$ cat src/hdl/comc_pkg.sv
// constants and types for the cache operating mode control block
// assumes a single core clock and a synchronous active-high reset
package comc_pkg;

  localparam int CTRL_W = 32;
  localparam int CD_BIT = 30;
  localparam int NW_BIT = 29;
  localparam logic [CTRL_W-1:0] CTRL_RST = 32'h6000_0000;
  localparam logic [15:0] FAULT_CODE = 16'h0000;
  localparam logic NEW_FAMILY_DEF = 1'b1;

  typedef enum logic [1:0] {
    COMC_NORMAL,
    COMC_NOFILL,
    COMC_INVALID,
    COMC_NONCOH
  } comc_mode_t;

  typedef enum logic [1:0] {
    ST_I = 2'h0,
    ST_S = 2'h1,
    ST_E = 2'h2,
    ST_M = 2'h3
  } comc_line_t;

endpackage : comc_pkg

$ cat src/hdl/comc_if.sv
// carrier between the mode register and the access decoder
// assumes both ends share the core clock
`timescale 1ns/1ps
interface comc_if;
  import comc_pkg::*;
  logic cache_disable_flag;
  logic write_policy_flag;
  modport regs (output cache_disable_flag, output write_policy_flag);
  modport dec (input cache_disable_flag, input write_policy_flag);
endinterface : comc_if

$ cat src/hdl/comc_ctrl_reg.sv
// primary control register holding the cache flags
// assumes writes arrive as one-cycle strobes from the core
`timescale 1ns/1ps
module comc_ctrl_reg
  import comc_pkg::*;
(
  input wire logic clk, // core clock
  input wire logic sys_rst, // sync reset
  input wire logic wr_en, // write strobe
  input wire logic [CTRL_W-1:0] wr_data, // write value
  input wire logic new_family, // no-fill replaces non-coherent
  output logic [CTRL_W-1:0] ctrl_q, // register value
  output logic fault, // protection fault pulse
  comc_if.regs flags // decoded flags
);
  logic [CTRL_W-1:0] ctrl_r, ctrl_nxt;
  logic fault_r, fault_nxt;
  logic bad;

  always_comb begin
    bad = !wr_data[CD_BIT] && wr_data[NW_BIT];
    ctrl_nxt = ctrl_r;
    fault_nxt = 1'b0;
    if (wr_en && bad) begin
      fault_nxt = 1'b1;
    end else if (wr_en) begin
      ctrl_nxt = wr_data;
    end
  end

  always_ff @(posedge clk) begin
    if (sys_rst) begin
      ctrl_r <= CTRL_RST;
      fault_r <= 1'b0;
    end else begin
      ctrl_r <= ctrl_nxt;
      fault_r <= fault_nxt;
    end
  end

  assign ctrl_q = ctrl_r;
  assign fault = fault_r;
  assign flags.cache_disable_flag = ctrl_r[CD_BIT];
  assign flags.write_policy_flag = ctrl_r[NW_BIT] && !(new_family && ctrl_r[CD_BIT]) ;
endmodule : comc_ctrl_reg

$ cat src/hdl/comc_mode_ctrl.sv
// cache operating mode control: decodes flags into per-access policy
// assumes the core presents one lookup per cycle with line state and hit
`timescale 1ns/1ps
module comc_mode_ctrl
  import comc_pkg::*;
(
  input wire logic clk, // core clock
  input wire logic sys_rst, // sync reset
  input wire logic new_family, // newer family strap
  input wire logic ctrl_wr, // control register write
  input wire logic [CTRL_W-1:0] ctrl_wdata, // control write data
  output logic [CTRL_W-1:0] ctrl_rdata, // control register value
  output logic protection_fault, // fault pulse
  output logic [15:0] fault_code, // fault error code
  input wire logic acc_valid, // core lookup
  input wire logic acc_write, // write lookup
  input wire logic acc_hit, // tag hit
  input wire logic [1:0] acc_state, // current line state
  input wire logic mtrr_allow, // range_memory_type_control permits
  input wire logic mtrr_off, // range control disabled
  input wire logic all_uncached, // all memory uncached
  input wire logic is_l1, // lookup targets first level
  input wire logic snoop_valid, // bus snoop
  input wire logic snoop_inv, // snoop asks invalidate
  input wire logic inval_instr, // invalidate_instruction
  input wire logic wbinval_instr, // writeback_invalidate_instruction
  output logic [1:0] mode, // current mode
  output logic rd_from_cache, // serve read from cache
  output logic allocate, // allocate line on miss
  output logic line_fill, // issue line fill
  output logic mem_write, // write reaches memory
  output logic rd_inval_cycle, // read invalidation cycle
  output logic state_we, // update line state
  output logic [1:0] state_new, // new line state
  output logic snoop_ack, // snoop answered
  output logic snoop_do_inv, // snoop invalidates line
  output logic flush_inv, // instruction invalidates
  output logic strict_order // strict ordering imposed
);
  comc_if fl ();
  comc_mode_t mode_c;
  logic cd, nw, rd_c, al_c, lf_c, mw_c, ri_c, sw_c, sa_c, si_c, fi_c, so_c;
  logic [1:0] sn_c;
  logic rd_r, al_r, lf_r, mw_r, ri_r, sw_r, sa_r, si_r, fi_r, so_r;
  logic [1:0] sn_r, md_r;

  function automatic comc_mode_t decode(input logic c, input logic n);
    unique case ({c, n})
      2'b00: decode = COMC_NORMAL;
      2'b01: decode = COMC_INVALID;
      2'b10: decode = COMC_NOFILL;
      2'b11: decode = COMC_NONCOH;
    endcase
  endfunction : decode

  comc_ctrl_reg u_reg (
    .clk(clk),
    .sys_rst(sys_rst),
    .wr_en(ctrl_wr),
    .wr_data(ctrl_wdata),
    .new_family(new_family),
    .ctrl_q(ctrl_rdata),
    .fault(protection_fault),
    .flags(fl.regs)
  );
  assign fault_code = FAULT_CODE;

  //////////////////////////////////////////////////////////////////////
  always_comb begin
    cd = fl.cache_disable_flag;
    nw = fl.write_policy_flag;
    mode_c = decode(cd, nw);
    rd_c = 1'b0;
    al_c = 1'b0;
    lf_c = 1'b0;
    mw_c = 1'b0;
    ri_c = 1'b0;
    sw_c = 1'b0;
    sn_c = acc_state;
    sa_c = snoop_valid && !(mode_c == COMC_NONCOH && is_l1);
    si_c = snoop_valid && snoop_inv && mode_c != COMC_NONCOH;
    fi_c = inval_instr || wbinval_instr;
    so_c = cd && (mtrr_off || all_uncached);
    if (acc_valid) begin
      unique case (mode_c)
        COMC_NORMAL: begin
          rd_c = !acc_write && acc_hit;
          al_c = !acc_hit;
          lf_c = !acc_hit;
          if (acc_write && acc_hit && acc_state == ST_S) begin
            mw_c = 1'b1;
            ri_c = is_l1 && mtrr_allow;
            sw_c = is_l1 && mtrr_allow;
            sn_c = ST_M;
          end else if (acc_write && acc_hit && acc_state == ST_E) begin
            sw_c = 1'b1;
            sn_c = ST_M;
          end
        end
        COMC_NOFILL: begin
          rd_c = !acc_write && acc_hit;
          mw_c = acc_write && (!acc_hit || acc_state == ST_S);
          if (acc_write && acc_hit && acc_state == ST_S && mtrr_allow) begin
            ri_c = 1'b1;
            sw_c = 1'b1;
            sn_c = ST_E;
          end
        end
        COMC_NONCOH: begin
          rd_c = !acc_write && acc_hit;
          mw_c = acc_write && !acc_hit;
          if (acc_write && acc_hit && acc_state == ST_E) begin
            sw_c = 1'b1;
            sn_c = ST_M;
          end
        end
        default: begin
        end
      endcase
    end
  end

  always_ff @(posedge clk) begin
    if (sys_rst) begin
      rd_r <= 1'b0;
      al_r <= 1'b0;
      lf_r <= 1'b0;
      mw_r <= 1'b0;
      ri_r <= 1'b0;
      sw_r <= 1'b0;
      sn_r <= 2'h0;
      sa_r <= 1'b0;
      si_r <= 1'b0;
      fi_r <= 1'b0;
      so_r <= 1'b0;
      md_r <= 2'h2;
    end else begin
      rd_r <= rd_c;
      al_r <= al_c;
      lf_r <= lf_c;
      mw_r <= mw_c;
      ri_r <= ri_c;
      sw_r <= sw_c;
      sn_r <= sn_c;
      sa_r <= sa_c;
      si_r <= si_c;
      fi_r <= fi_c;
      so_r <= so_c;
      md_r <= mode_c;
    end
  end

  assign rd_from_cache = rd_r;
  assign allocate = al_r;
  assign line_fill = lf_r;
  assign mem_write = mw_r;
  assign rd_inval_cycle = ri_r;
  assign state_we = sw_r;
  assign state_new = sn_r;
  assign snoop_ack = sa_r;
  assign snoop_do_inv = si_r;
  assign flush_inv = fi_r;
  assign strict_order = so_r;
  assign mode = md_r;
endmodule : comc_mode_ctrl

$ cat config.mk
export PLATFORM = sky130hd
export DESIGN_NAME = comc_mode_ctrl
export DESIGN_NICKNAME = d
export VERILOG_FILES = /design/src/hdl/comc_pkg.sv /design/src/hdl/comc_if.sv /design/src/hdl/comc_ctrl_reg.sv /design/src/hdl/comc_mode_ctrl.sv
export SDC_FILE = /design/constraint.sdc
export NUM_CORES = 1
export LEC_CHECK = 0
export BUFFER_PORTS_ARGS = -buffer_cell sky130_fd_sc_hd__buf_2
export CAP_MARGIN = 20
export CELL_PAD_IN_SITES_DETAIL_PLACEMENT = 1
export CELL_PAD_IN_SITES_GLOBAL_PLACEMENT = 1
export CORE_MARGIN = 4
export CORE_UTILIZATION = 33
export DETAILED_ROUTE_END_ITERATION = 16
export PLACE_DENSITY = 0.9
export SLEW_MARGIN = 20
export SYNTH_ARGS = -nofsm -noshare
export SYNTH_HDL_FRONTEND = slang
export SYNTH_SLANG_ARGS = --single-unit
$ cat constraint.sdc
create_clock -name clk -period 1.2 [get_ports clk]
set_input_delay 0.24 -clock clk [delete_from_list [all_inputs] [get_ports clk]]
set_output_delay 0.24 -clock clk [all_outputs]
set_load 0.05 [all_outputs]
==> impl_table.tex, run 1 <==
\begin{tabular}{lr}
\hline
Metric & Value \\
\hline
\multicolumn{2}{l}{\textbf{Setup path}} \\
\quad End of the worst register-to-register path & state\_new[0] \\
\quad Category of cells accounting for the largest share of critical-path delay & flip-flops \\
\quad Kind of capture point of the worst setup path & output port \\
\quad Required time reported for the critical path endpoint & 0.96 ns \\
\quad Type of origin of the critical path & flop \\
\quad Depth of the worst register-to-register path & 3 \\
\quad Maximum fanout encountered on the critical timing path & 2 \\
\quad Reg-to-reg slack, setup & 0.11 ns \\
\quad Worst setup path class & flop to output port \\
\quad Standard cell with the maximum stage delay on the critical path & sky130\_fd\_sc\_hd\_\_dfxtp\_1 \\
\quad Crit path cell chain & buf\_2 \\
\quad Startpoint of the most critical register-to-register path & u\_reg.ctrl\_q[29] \\
\quad Worst stage delay on the critical path & 0.36 ns \\
\quad Arr. time, crit path & 0.92 ns \\
\quad CP Buf/Inv Count & 1 \\
\multicolumn{2}{l}{\textbf{Power}} \\
\quad Worst-case vdd ir drop & 0.000724 V \\
\quad Static Leakage & 1.22 nW \\
\quad Power per Cell Area & 1320 nW/um\^{}2 \\
\multicolumn{2}{l}{\textbf{Floorplanning}} \\
\quad Cell Rows & 29 \\
\quad Die width & 89.4 um \\
\quad Initial standard-cell utilization of the core & 34.3\% \\
\quad I/O Pins & 112 \\
\quad Die Area & 8000 um\^{}2 \\
\quad Core Region & 6390 um\^{}2 \\
\quad Height of the die & 89.4 um \\
\multicolumn{2}{l}{\textbf{Clock tree}} \\
\quad Hold-fix buffers, CTS & 0 \\
\quad Number of buffers inserted during clock tree synthesis & 5 \\
\quad Clock tree buffer depth & 2 \\
\quad Clock transition at the registers of the reported paths & 0.09 ns \\
\quad Count of clock tree sinks & 46 \\
\quad Clock latency on the worst-skew pair & 0.30 ns \\
\quad CTS tree & yes \\
\quad \# resized after CTS & 3 \\
\quad Count of H-tree levels built during CTS & 2 \\
\quad Buffers inserted during post-CTS setup optimization & 0 \\
\quad CTS root buffer & sky130\_fd\_sc\_hd\_\_clkbuf\_8 \\
\multicolumn{2}{l}{\textbf{Layout}} \\
\quad Layout-stage area growth over the synthesis result & 31.0\% \\
\quad Total Nets Final & 360 \\
\quad Final instance area & 2870 um\^{}2 \\
\quad Number of antenna diodes & 0 \\
\quad Core occupancy in the finished layout & 44.9\% \\
\quad Share of final-layout standard cells stronger than drive strength 1 & 58.3\% \\
\quad Final non-filler cell total & 389 \\
\multicolumn{2}{l}{\textbf{Status}} \\
\quad Status & complete, no violations \\
\multicolumn{2}{l}{\textbf{Synthesis}} \\
\quad Distinct cell type count of the synthesized netlist & 31 \\
\quad Yosys warning total & 0 \\
\quad Average size of a mapped cell & 9.99 um\^{}2 \\
\quad Number of instances in the synthesized netlist & 219 \\
\quad Library cell occupying the most area in the post-synthesis netlist & sky130\_fd\_sc\_hd\_\_dfxtp\_1 \\
\quad Post-Syn Area & 2190 um\^{}2 \\
\quad Fraction of the yosys area taken by sequential cells & 42.1\% \\
\quad Largest cells by area after synthesis & sky130\_fd\_sc\_hd\_\_dfxtp\_1 (42\%), sky130\_fd\_sc\_hd\_\_a21oi\_2 (12\%), sky130\_fd\_sc\_hd\_\_o21ai\_2 (12\%), sky130\_fd\_sc\_hd\_\_buf\_4 (7.5\%), sky130\_fd\_sc\_hd\_\_nand3\_1 (6.9\%) \\
\quad Area share of the leading cell type in the synthesized netlist & 42.1\% \\
\quad Post-synthesis register bit count & 46 \\
\multicolumn{2}{l}{\textbf{Timing}} \\
\quad Highest Clock Rate & 0.859 GHz \\
\quad Sum Neg Setup Slack & 0 ns \\
\quad Number of slew-limit violations in the final report & 0 \\
\quad RSZ-0062 raised after global routing & no \\
\quad Final critical-path required period & 1.16 ns \\
\quad Final setup violation count & 0 \\
\quad Ratio of final minimum period to clock period & 97.1\% \\
\quad Final clock skew & 0.00347 ns \\
\quad Hold Fails Final Rpt & 0 \\
\multicolumn{2}{l}{\textbf{GRT}} \\
\quad Number of global-route vias before repair & 1969 \\
\quad Overall Global Routing Usage & 14.8\% \\
\quad GRT Residual Overflow & 0 \\
\quad First-pass GRT wire length & 9190 um \\
\quad Initial antenna violation count & 0 \\
\quad Largest net degree at the start of global routing & 32 \\
\multicolumn{2}{l}{\textbf{Placement}} \\
\quad Detailed placement HPWL & 4540 um \\
\quad Placer's final routability congestion estimate & 0.928 \\
\quad Post-DP Area & 2680 um\^{}2 \\
\quad I/O Buffers & 95 \\
\quad Placed Instances & 381 \\
\multicolumn{2}{l}{\textbf{Hold path}} \\
\quad Class of the most critical hold timing path & input port to flop \\
\quad Hold Path Stages & 2 \\
\quad Worst hold path startpoint & mtrr\_off \\
\quad Endpoint with the worst hold slack & strict\_order \\
\multicolumn{2}{l}{\textbf{Route}} \\
\quad Vias & 1919 \\
\quad Residual DRC count & 0 \\
\quad Via-per-instance ratio & 4.93 \\
\quad Final Routed Wirelength & 5920 um \\
\quad Detailed-routing iteration count for the pre-antenna-repair pass & 4 \\
\quad Antenna violation net count after detailed routing & 0 \\
\quad First DRT Iteration DRCs & 82 \\
\quad Routed length per instance & 15.2 um \\
\multicolumn{2}{l}{\textbf{Job}} \\
\quad Max-capacitance violation count & 0 \\
\hline
\end{tabular}
## registers in the layout, summed over array words and instances, names as in the netlist
register	flops
u_reg.ctrl_q	32
mode	2
state_new	2
flush_inv	1
line_fill	1
mem_write	1
rd_from_cache	1
rd_inval_cycle	1
snoop_ack	1
snoop_do_inv	1
state_we	1
strict_order	1
u_reg.fault	1
## worst max-delay path by stage
| stage | depth (start not counted) | slack, ns | to | startpoint |
|---|---|---|---|---|
| detailed placement | 4 | 0.09 | state_new[0] | new_family |
| floorplan | 1 | 0.07 | line_fill | line_fill |
| global placement | 5 | 0.14 | u_reg.ctrl_q[11] | ctrl_wdata[30] |
| finish | 1 | 0.04 | ctrl_rdata[23] | u_reg.ctrl_q[23] |
| CTS | 1 | 0.001 | ctrl_rdata[29] | u_reg.ctrl_q[29] |
| global route | 1 | 0.0006 | ctrl_rdata[2] | u_reg.ctrl_q[2] |
## power by group
group	internal, mW	switching (mW)
registers	1.61	0.0515
logic	0.282	0.672
clock network	0.620	0.542
## metal layers
layer  up-vias  global-route usage [%]  share of wire [%]
met5         -                       0                  0
met4         0                    5.68                1.7
met3         9                    3.41                8.0
met2        83                    26.2                 49
met1       902                    17.2                 41
li1        925                       -                  -
## synth_stat cells, drive strengths merged
library cell / number
a211oi: 2
a21bo: 1
a21o: 2
a21oi: 32
a221o: 1
a31oi: 2
and2b: 3
and3: 2
and3b: 2
buf: 36
conb: 1
dfxtp: 46
inv: 6
nand2b: 7
nand3: 30
nand3b: 1
nor2: 4
nor3: 2
nor4: 2
nor4b: 2
o2111ai: 3
o21a: 1
o21ai: 31
## logic make-up after synthesis
logic type | after synthesis | share of synthesized area (%)
AOI/OAI and AO/OA | 75 | 29.1
and+or+nand+nor | 55 | 14.8
DFF | 46 | 42.1
buffers and inverters | 42 | 13.8
other | 1 | 0.171
## cell usage in the layout (no fill, tap or decap)
| cell | count |
|---|---|
| sky130_fd_sc_hd__buf_2 | 69 |
| sky130_fd_sc_hd__dfxtp_1 | 44 |
| sky130_fd_sc_hd__nand3_1 | 30 |
| sky130_fd_sc_hd__o21ai_2 | 30 |
| sky130_fd_sc_hd__a21oi_2 | 30 |
| sky130_fd_sc_hd__clkbuf_4 | 20 |
| sky130_fd_sc_hd__conb_1 | 16 |
| sky130_fd_sc_hd__buf_4 | 11 |
| sky130_fd_sc_hd__nand2b_1 | 7 |
| sky130_fd_sc_hd__clkbuf_8 | 5 |
| sky130_fd_sc_hd__buf_12 | 5 |
| sky130_fd_sc_hd__inv_1 | 4 |
| sky130_fd_sc_hd__nor2_1 | 4 |
| sky130_fd_sc_hd__o2111ai_1 | 3 |
| sky130_fd_sc_hd__and3b_1 | 2 |
| sky130_fd_sc_hd__and2b_1 | 2 |
| sky130_fd_sc_hd__a211oi_1 | 2 |
| sky130_fd_sc_hd__and3_1 | 2 |
| sky130_fd_sc_hd__inv_2 | 2 |
| sky130_fd_sc_hd__a21oi_1 | 2 |
| sky130_fd_sc_hd__a31oi_1 | 2 |
| sky130_fd_sc_hd__a21o_1 | 2 |
| sky130_fd_sc_hd__nor3_1 | 2 |
| sky130_fd_sc_hd__clkinvlp_4 | 2 |
| sky130_fd_sc_hd__dfxtp_2 | 2 |
| sky130_fd_sc_hd__o21ai_1 | 1 |
| sky130_fd_sc_hd__nand3b_1 | 1 |
| sky130_fd_sc_hd__a21bo_2 | 1 |
| sky130_fd_sc_hd__o21a_1 | 1 |
| sky130_fd_sc_hd__and2b_4 | 1 |
| sky130_fd_sc_hd__a221o_1 | 1 |
| sky130_fd_sc_hd__nor4b_2 | 1 |
| sky130_fd_sc_hd__nor4_2 | 1 |
| sky130_fd_sc_hd__nor4b_1 | 1 |
| sky130_fd_sc_hd__nor4_1 | 1 |
| sky130_fd_sc_hd__bufinv_16 | 1 |
| sky130_fd_sc_hd__buf_6 | 1 |
## per-stage QoR
stage / total power, mW / worst slack (ns) / hold slack [ns]
4_1_cts: 3.80 / 0.00148 / 0.130
3_5_place_dp: 2.63 / 0.0908 / 0.442
5_1_grt: 3.95 / 0.000556 / 0.122
3_3_place_gp: 2.61 / 0.137 / 0.444
6_report: 3.78 / 0.0352 / 0.138
2_1_floorplan: 2.43 / 0.0657 / 0.317
## layout make-up
type,instances,area [um^2]
fill,755,3520
multi-input combinational,146,1020
sequential,46,923
timing repair buffer,106,689
tap,77,96.3
clock buffer,5,68.8
clock inverter,3,45.0
inverter,6,22.5
No activity file was read; power rests on OpenSTA's default activity.
==> run 2: changes to the inputs <==
--- a/config.mk
+++ b/config.mk
@@ -12,6 +12,7 @@
 export CORE_MARGIN = 4
 export CORE_UTILIZATION = 33
 export DETAILED_ROUTE_END_ITERATION = 16
+export GPL_TIMING_DRIVEN = 0
 export PLACE_DENSITY = 0.9
 export SLEW_MARGIN = 20
 export SYNTH_ARGS = -nofsm -noshare
==> impl_table.tex, run 2 (synthesized netlist as in run 1, its figures left out) <==
\begin{tabular}{lr}
\hline
Metric & Value \\
\hline
\multicolumn{2}{l}{\textbf{Route}} \\
\quad Vias & 2009 \\
\quad Routed length per instance & 15.5 um \\
\quad Final Routed Wirelength & 6380 um \\
\quad Antenna violation net count after detailed routing & 0 \\
\quad Residual DRC count & 0 \\
\quad Detailed-routing iteration count for the pre-antenna-repair pass & 3 \\
\quad Via-per-instance ratio & 4.86 \\
\quad First DRT Iteration DRCs & 59 \\
\multicolumn{2}{l}{\textbf{GRT}} \\
\quad M3 GR Usage & 5.35\% \\
\quad Largest net degree at the start of global routing & 15 \\
\quad Overall Global Routing Usage & 16.4\% \\
\quad Met2 Usage GRT & 28.8\% \\
\quad Number of global-route vias before repair & 2081 \\
\quad Layer carrying the most global-route usage & met2 \\
\quad GRT Residual Overflow & 0 \\
\quad First-pass GRT wire length & 10000 um \\
\quad Initial antenna violation count & 0 \\
\quad Global-route met1 utilization & 19.2\% \\
\multicolumn{2}{l}{\textbf{Setup path}} \\
\quad Crit path cell chain & buf\_2 \\
\quad CP Buf/Inv Count & 1 \\
\quad Kind of capture point of the worst setup path & output port \\
\quad Maximum fanout encountered on the critical timing path & 2 \\
\quad Arr. time, crit path & 0.92 ns \\
\quad Type of origin of the critical path & flop \\
\quad Category of cells accounting for the largest share of critical-path delay & flip-flops \\
\quad Worst stage delay on the critical path & 0.35 ns \\
\quad Standard cell with the maximum stage delay on the critical path & sky130\_fd\_sc\_hd\_\_dfxtp\_1 \\
\quad Required time reported for the critical path endpoint & 0.96 ns \\
\quad Worst setup path class & flop to output port \\
\multicolumn{2}{l}{\textbf{Floorplanning}} \\
\quad Die width & 89.4 um \\
\quad Die Area & 8000 um\^{}2 \\
\quad I/O Pins & 112 \\
\quad Initial standard-cell utilization of the core & 34.3\% \\
\quad Height of the die & 89.4 um \\
\quad Cell Rows & 29 \\
\quad Core Region & 6390 um\^{}2 \\
\multicolumn{2}{l}{\textbf{Placement}} \\
\quad Detailed placement HPWL & 4960 um \\
\quad I/O Buffers & 94 \\
\quad Post-DP Area & 2810 um\^{}2 \\
\quad Placed Instances & 405 \\
\quad Placer's final routability congestion estimate & 0.865 \\
\multicolumn{2}{l}{\textbf{Timing}} \\
\quad Final clock skew & 0.000842 ns \\
\quad Hold Fails Final Rpt & 0 \\
\quad Ratio of final minimum period to clock period & 97.1\% \\
\quad Final setup violation count & 0 \\
\quad Final critical-path required period & 1.16 ns \\
\quad Highest Clock Rate & 0.859 GHz \\
\quad Number of slew-limit violations in the final report & 0 \\
\multicolumn{2}{l}{\textbf{Clock tree}} \\
\quad Clock latency on the worst-skew pair & 0.30 ns \\
\quad Number of buffers inserted during clock tree synthesis & 5 \\
\quad Count of clock tree sinks & 46 \\
\quad CTS tree & yes \\
\quad Count of H-tree levels built during CTS & 2 \\
\quad Hold-fix buffers, CTS & 0 \\
\quad CTS root buffer & sky130\_fd\_sc\_hd\_\_clkbuf\_8 \\
\quad Clock transition at the registers of the reported paths & 0.09 ns \\
\quad Clock tree buffer depth & 2 \\
\multicolumn{2}{l}{\textbf{Layout}} \\
\quad Final instance area & 2990 um\^{}2 \\
\quad Most frequent standard cell in the layout excluding fill and tap cells & sky130\_fd\_sc\_hd\_\_buf\_2 \\
\quad Final non-filler cell total & 413 \\
\quad Number of antenna diodes & 0 \\
\quad Most used cells in the layout excluding fill and tap cells & sky130\_fd\_sc\_hd\_\_buf\_2 (77), sky130\_fd\_sc\_hd\_\_dfxtp\_1 (45), sky130\_fd\_sc\_hd\_\_nand3\_1 (30), sky130\_fd\_sc\_hd\_\_o21ai\_2 (30), sky130\_fd\_sc\_hd\_\_a21oi\_2 (30) \\
\quad Core occupancy in the finished layout & 46.8\% \\
\quad Max reg flops & 32 \\
\quad Layout-stage area growth over the synthesis result & 36.6\% \\
\quad Total Nets Final & 384 \\
\quad Share of final-layout standard cells stronger than drive strength 1 & 61.3\% \\
\multicolumn{2}{l}{\textbf{Power}} \\
\quad Power per Cell Area & 1230 nW/um\^{}2 \\
\quad Worst-case vdd ir drop & 0.000727 V \\
\quad Static Leakage & 1.33 nW \\
\multicolumn{2}{l}{\textbf{Job}} \\
\quad Max-capacitance violation count & 0 \\
\multicolumn{2}{l}{\textbf{Status}} \\
\quad Status & complete, no violations \\
\multicolumn{2}{l}{\textbf{Hold path}} \\
\quad Class of the most critical hold timing path & input port to flop \\
\hline
\end{tabular}
## run 2: cell count changes in the layout (fill, tap and decap cells not counted), moves of 2 or more
cell | before | now
sky130_fd_sc_hd__clkbuf_4 | 20 | 23
sky130_fd_sc_hd__buf_6 | 1 | 3
sky130_fd_sc_hd__buf_4 | 11 | 24
sky130_fd_sc_hd__buf_2 | 69 | 77
sky130_fd_sc_hd__buf_12 | 5 | 3
## run 2: final timing paths
| path | start | end | slack (ns) | cells past startpoint |
|---|---|---|---|---|
| setup / recovery | u_reg.ctrl_q[24] | ctrl_rdata[24] | 0.04 | 1 |
| setup reg to reg | u_reg.ctrl_q[29] | state_new[0] | 0.07 | 3 |
| hold reg to reg | u_reg.ctrl_q[15] | u_reg.ctrl_q[15] | 0.47 | 2 |
| hold / removal | mtrr_off | strict_order | 0.14 | 2 |
## run 2: area by class of cell
type | count | area (um^2)
Sequential cell | 46 | 922
Clock buffer | 6 | 82.6
Fill cell | 772 | 3400
Buffer | 36 | 280
Multi-Input combinational cell | 146 | 1020
Timing Repair Buffer | 94 | 552
Inverter | 6 | 22.5
Tap cell | 77 | 96.3
Clock inverter | 2 | 12.5
## run 2: repair_timing
| action | CTS | global route |
|---|---|---|
| setup buffers | 0 | 0 |
| gates resized for setup | 4 | 29 |
| pin swaps | 0 | 1 |
| endpoints found under the setup margin | 4 | 28 |
## run 2: per-layer routing
metal,part of all wire [%],wire length (um)
met2,51,3270
met4,1.0,64
met3,8.6,551
met5,0,0
met1,39,2490
## run 2: where the power goes
group          internal [mW]  switching, mW  leakage [nW]
clock                  0.464          0.538        0.0472
combinational          0.317          0.692         0.903
sequential              1.61         0.0469         0.378
## run 2: through the flow
step / total power, mW / hold slack [ns] / setup WS [ns] / TNS [ns]
after floorplan: 2.43 / 0.317 / 0.0657 / 0
after global placement: 2.65 / 0.449 / 0.0624 / 0
after detailed placement: 2.67 / 0.448 / 0.0212 / 0
after CTS: 3.69 / 0.128 / 0.00261 / 0
after global routing: 3.84 / 0.127 / -0.00861 / -0.0106
final: 3.66 / 0.137 / 0.0353 / 0
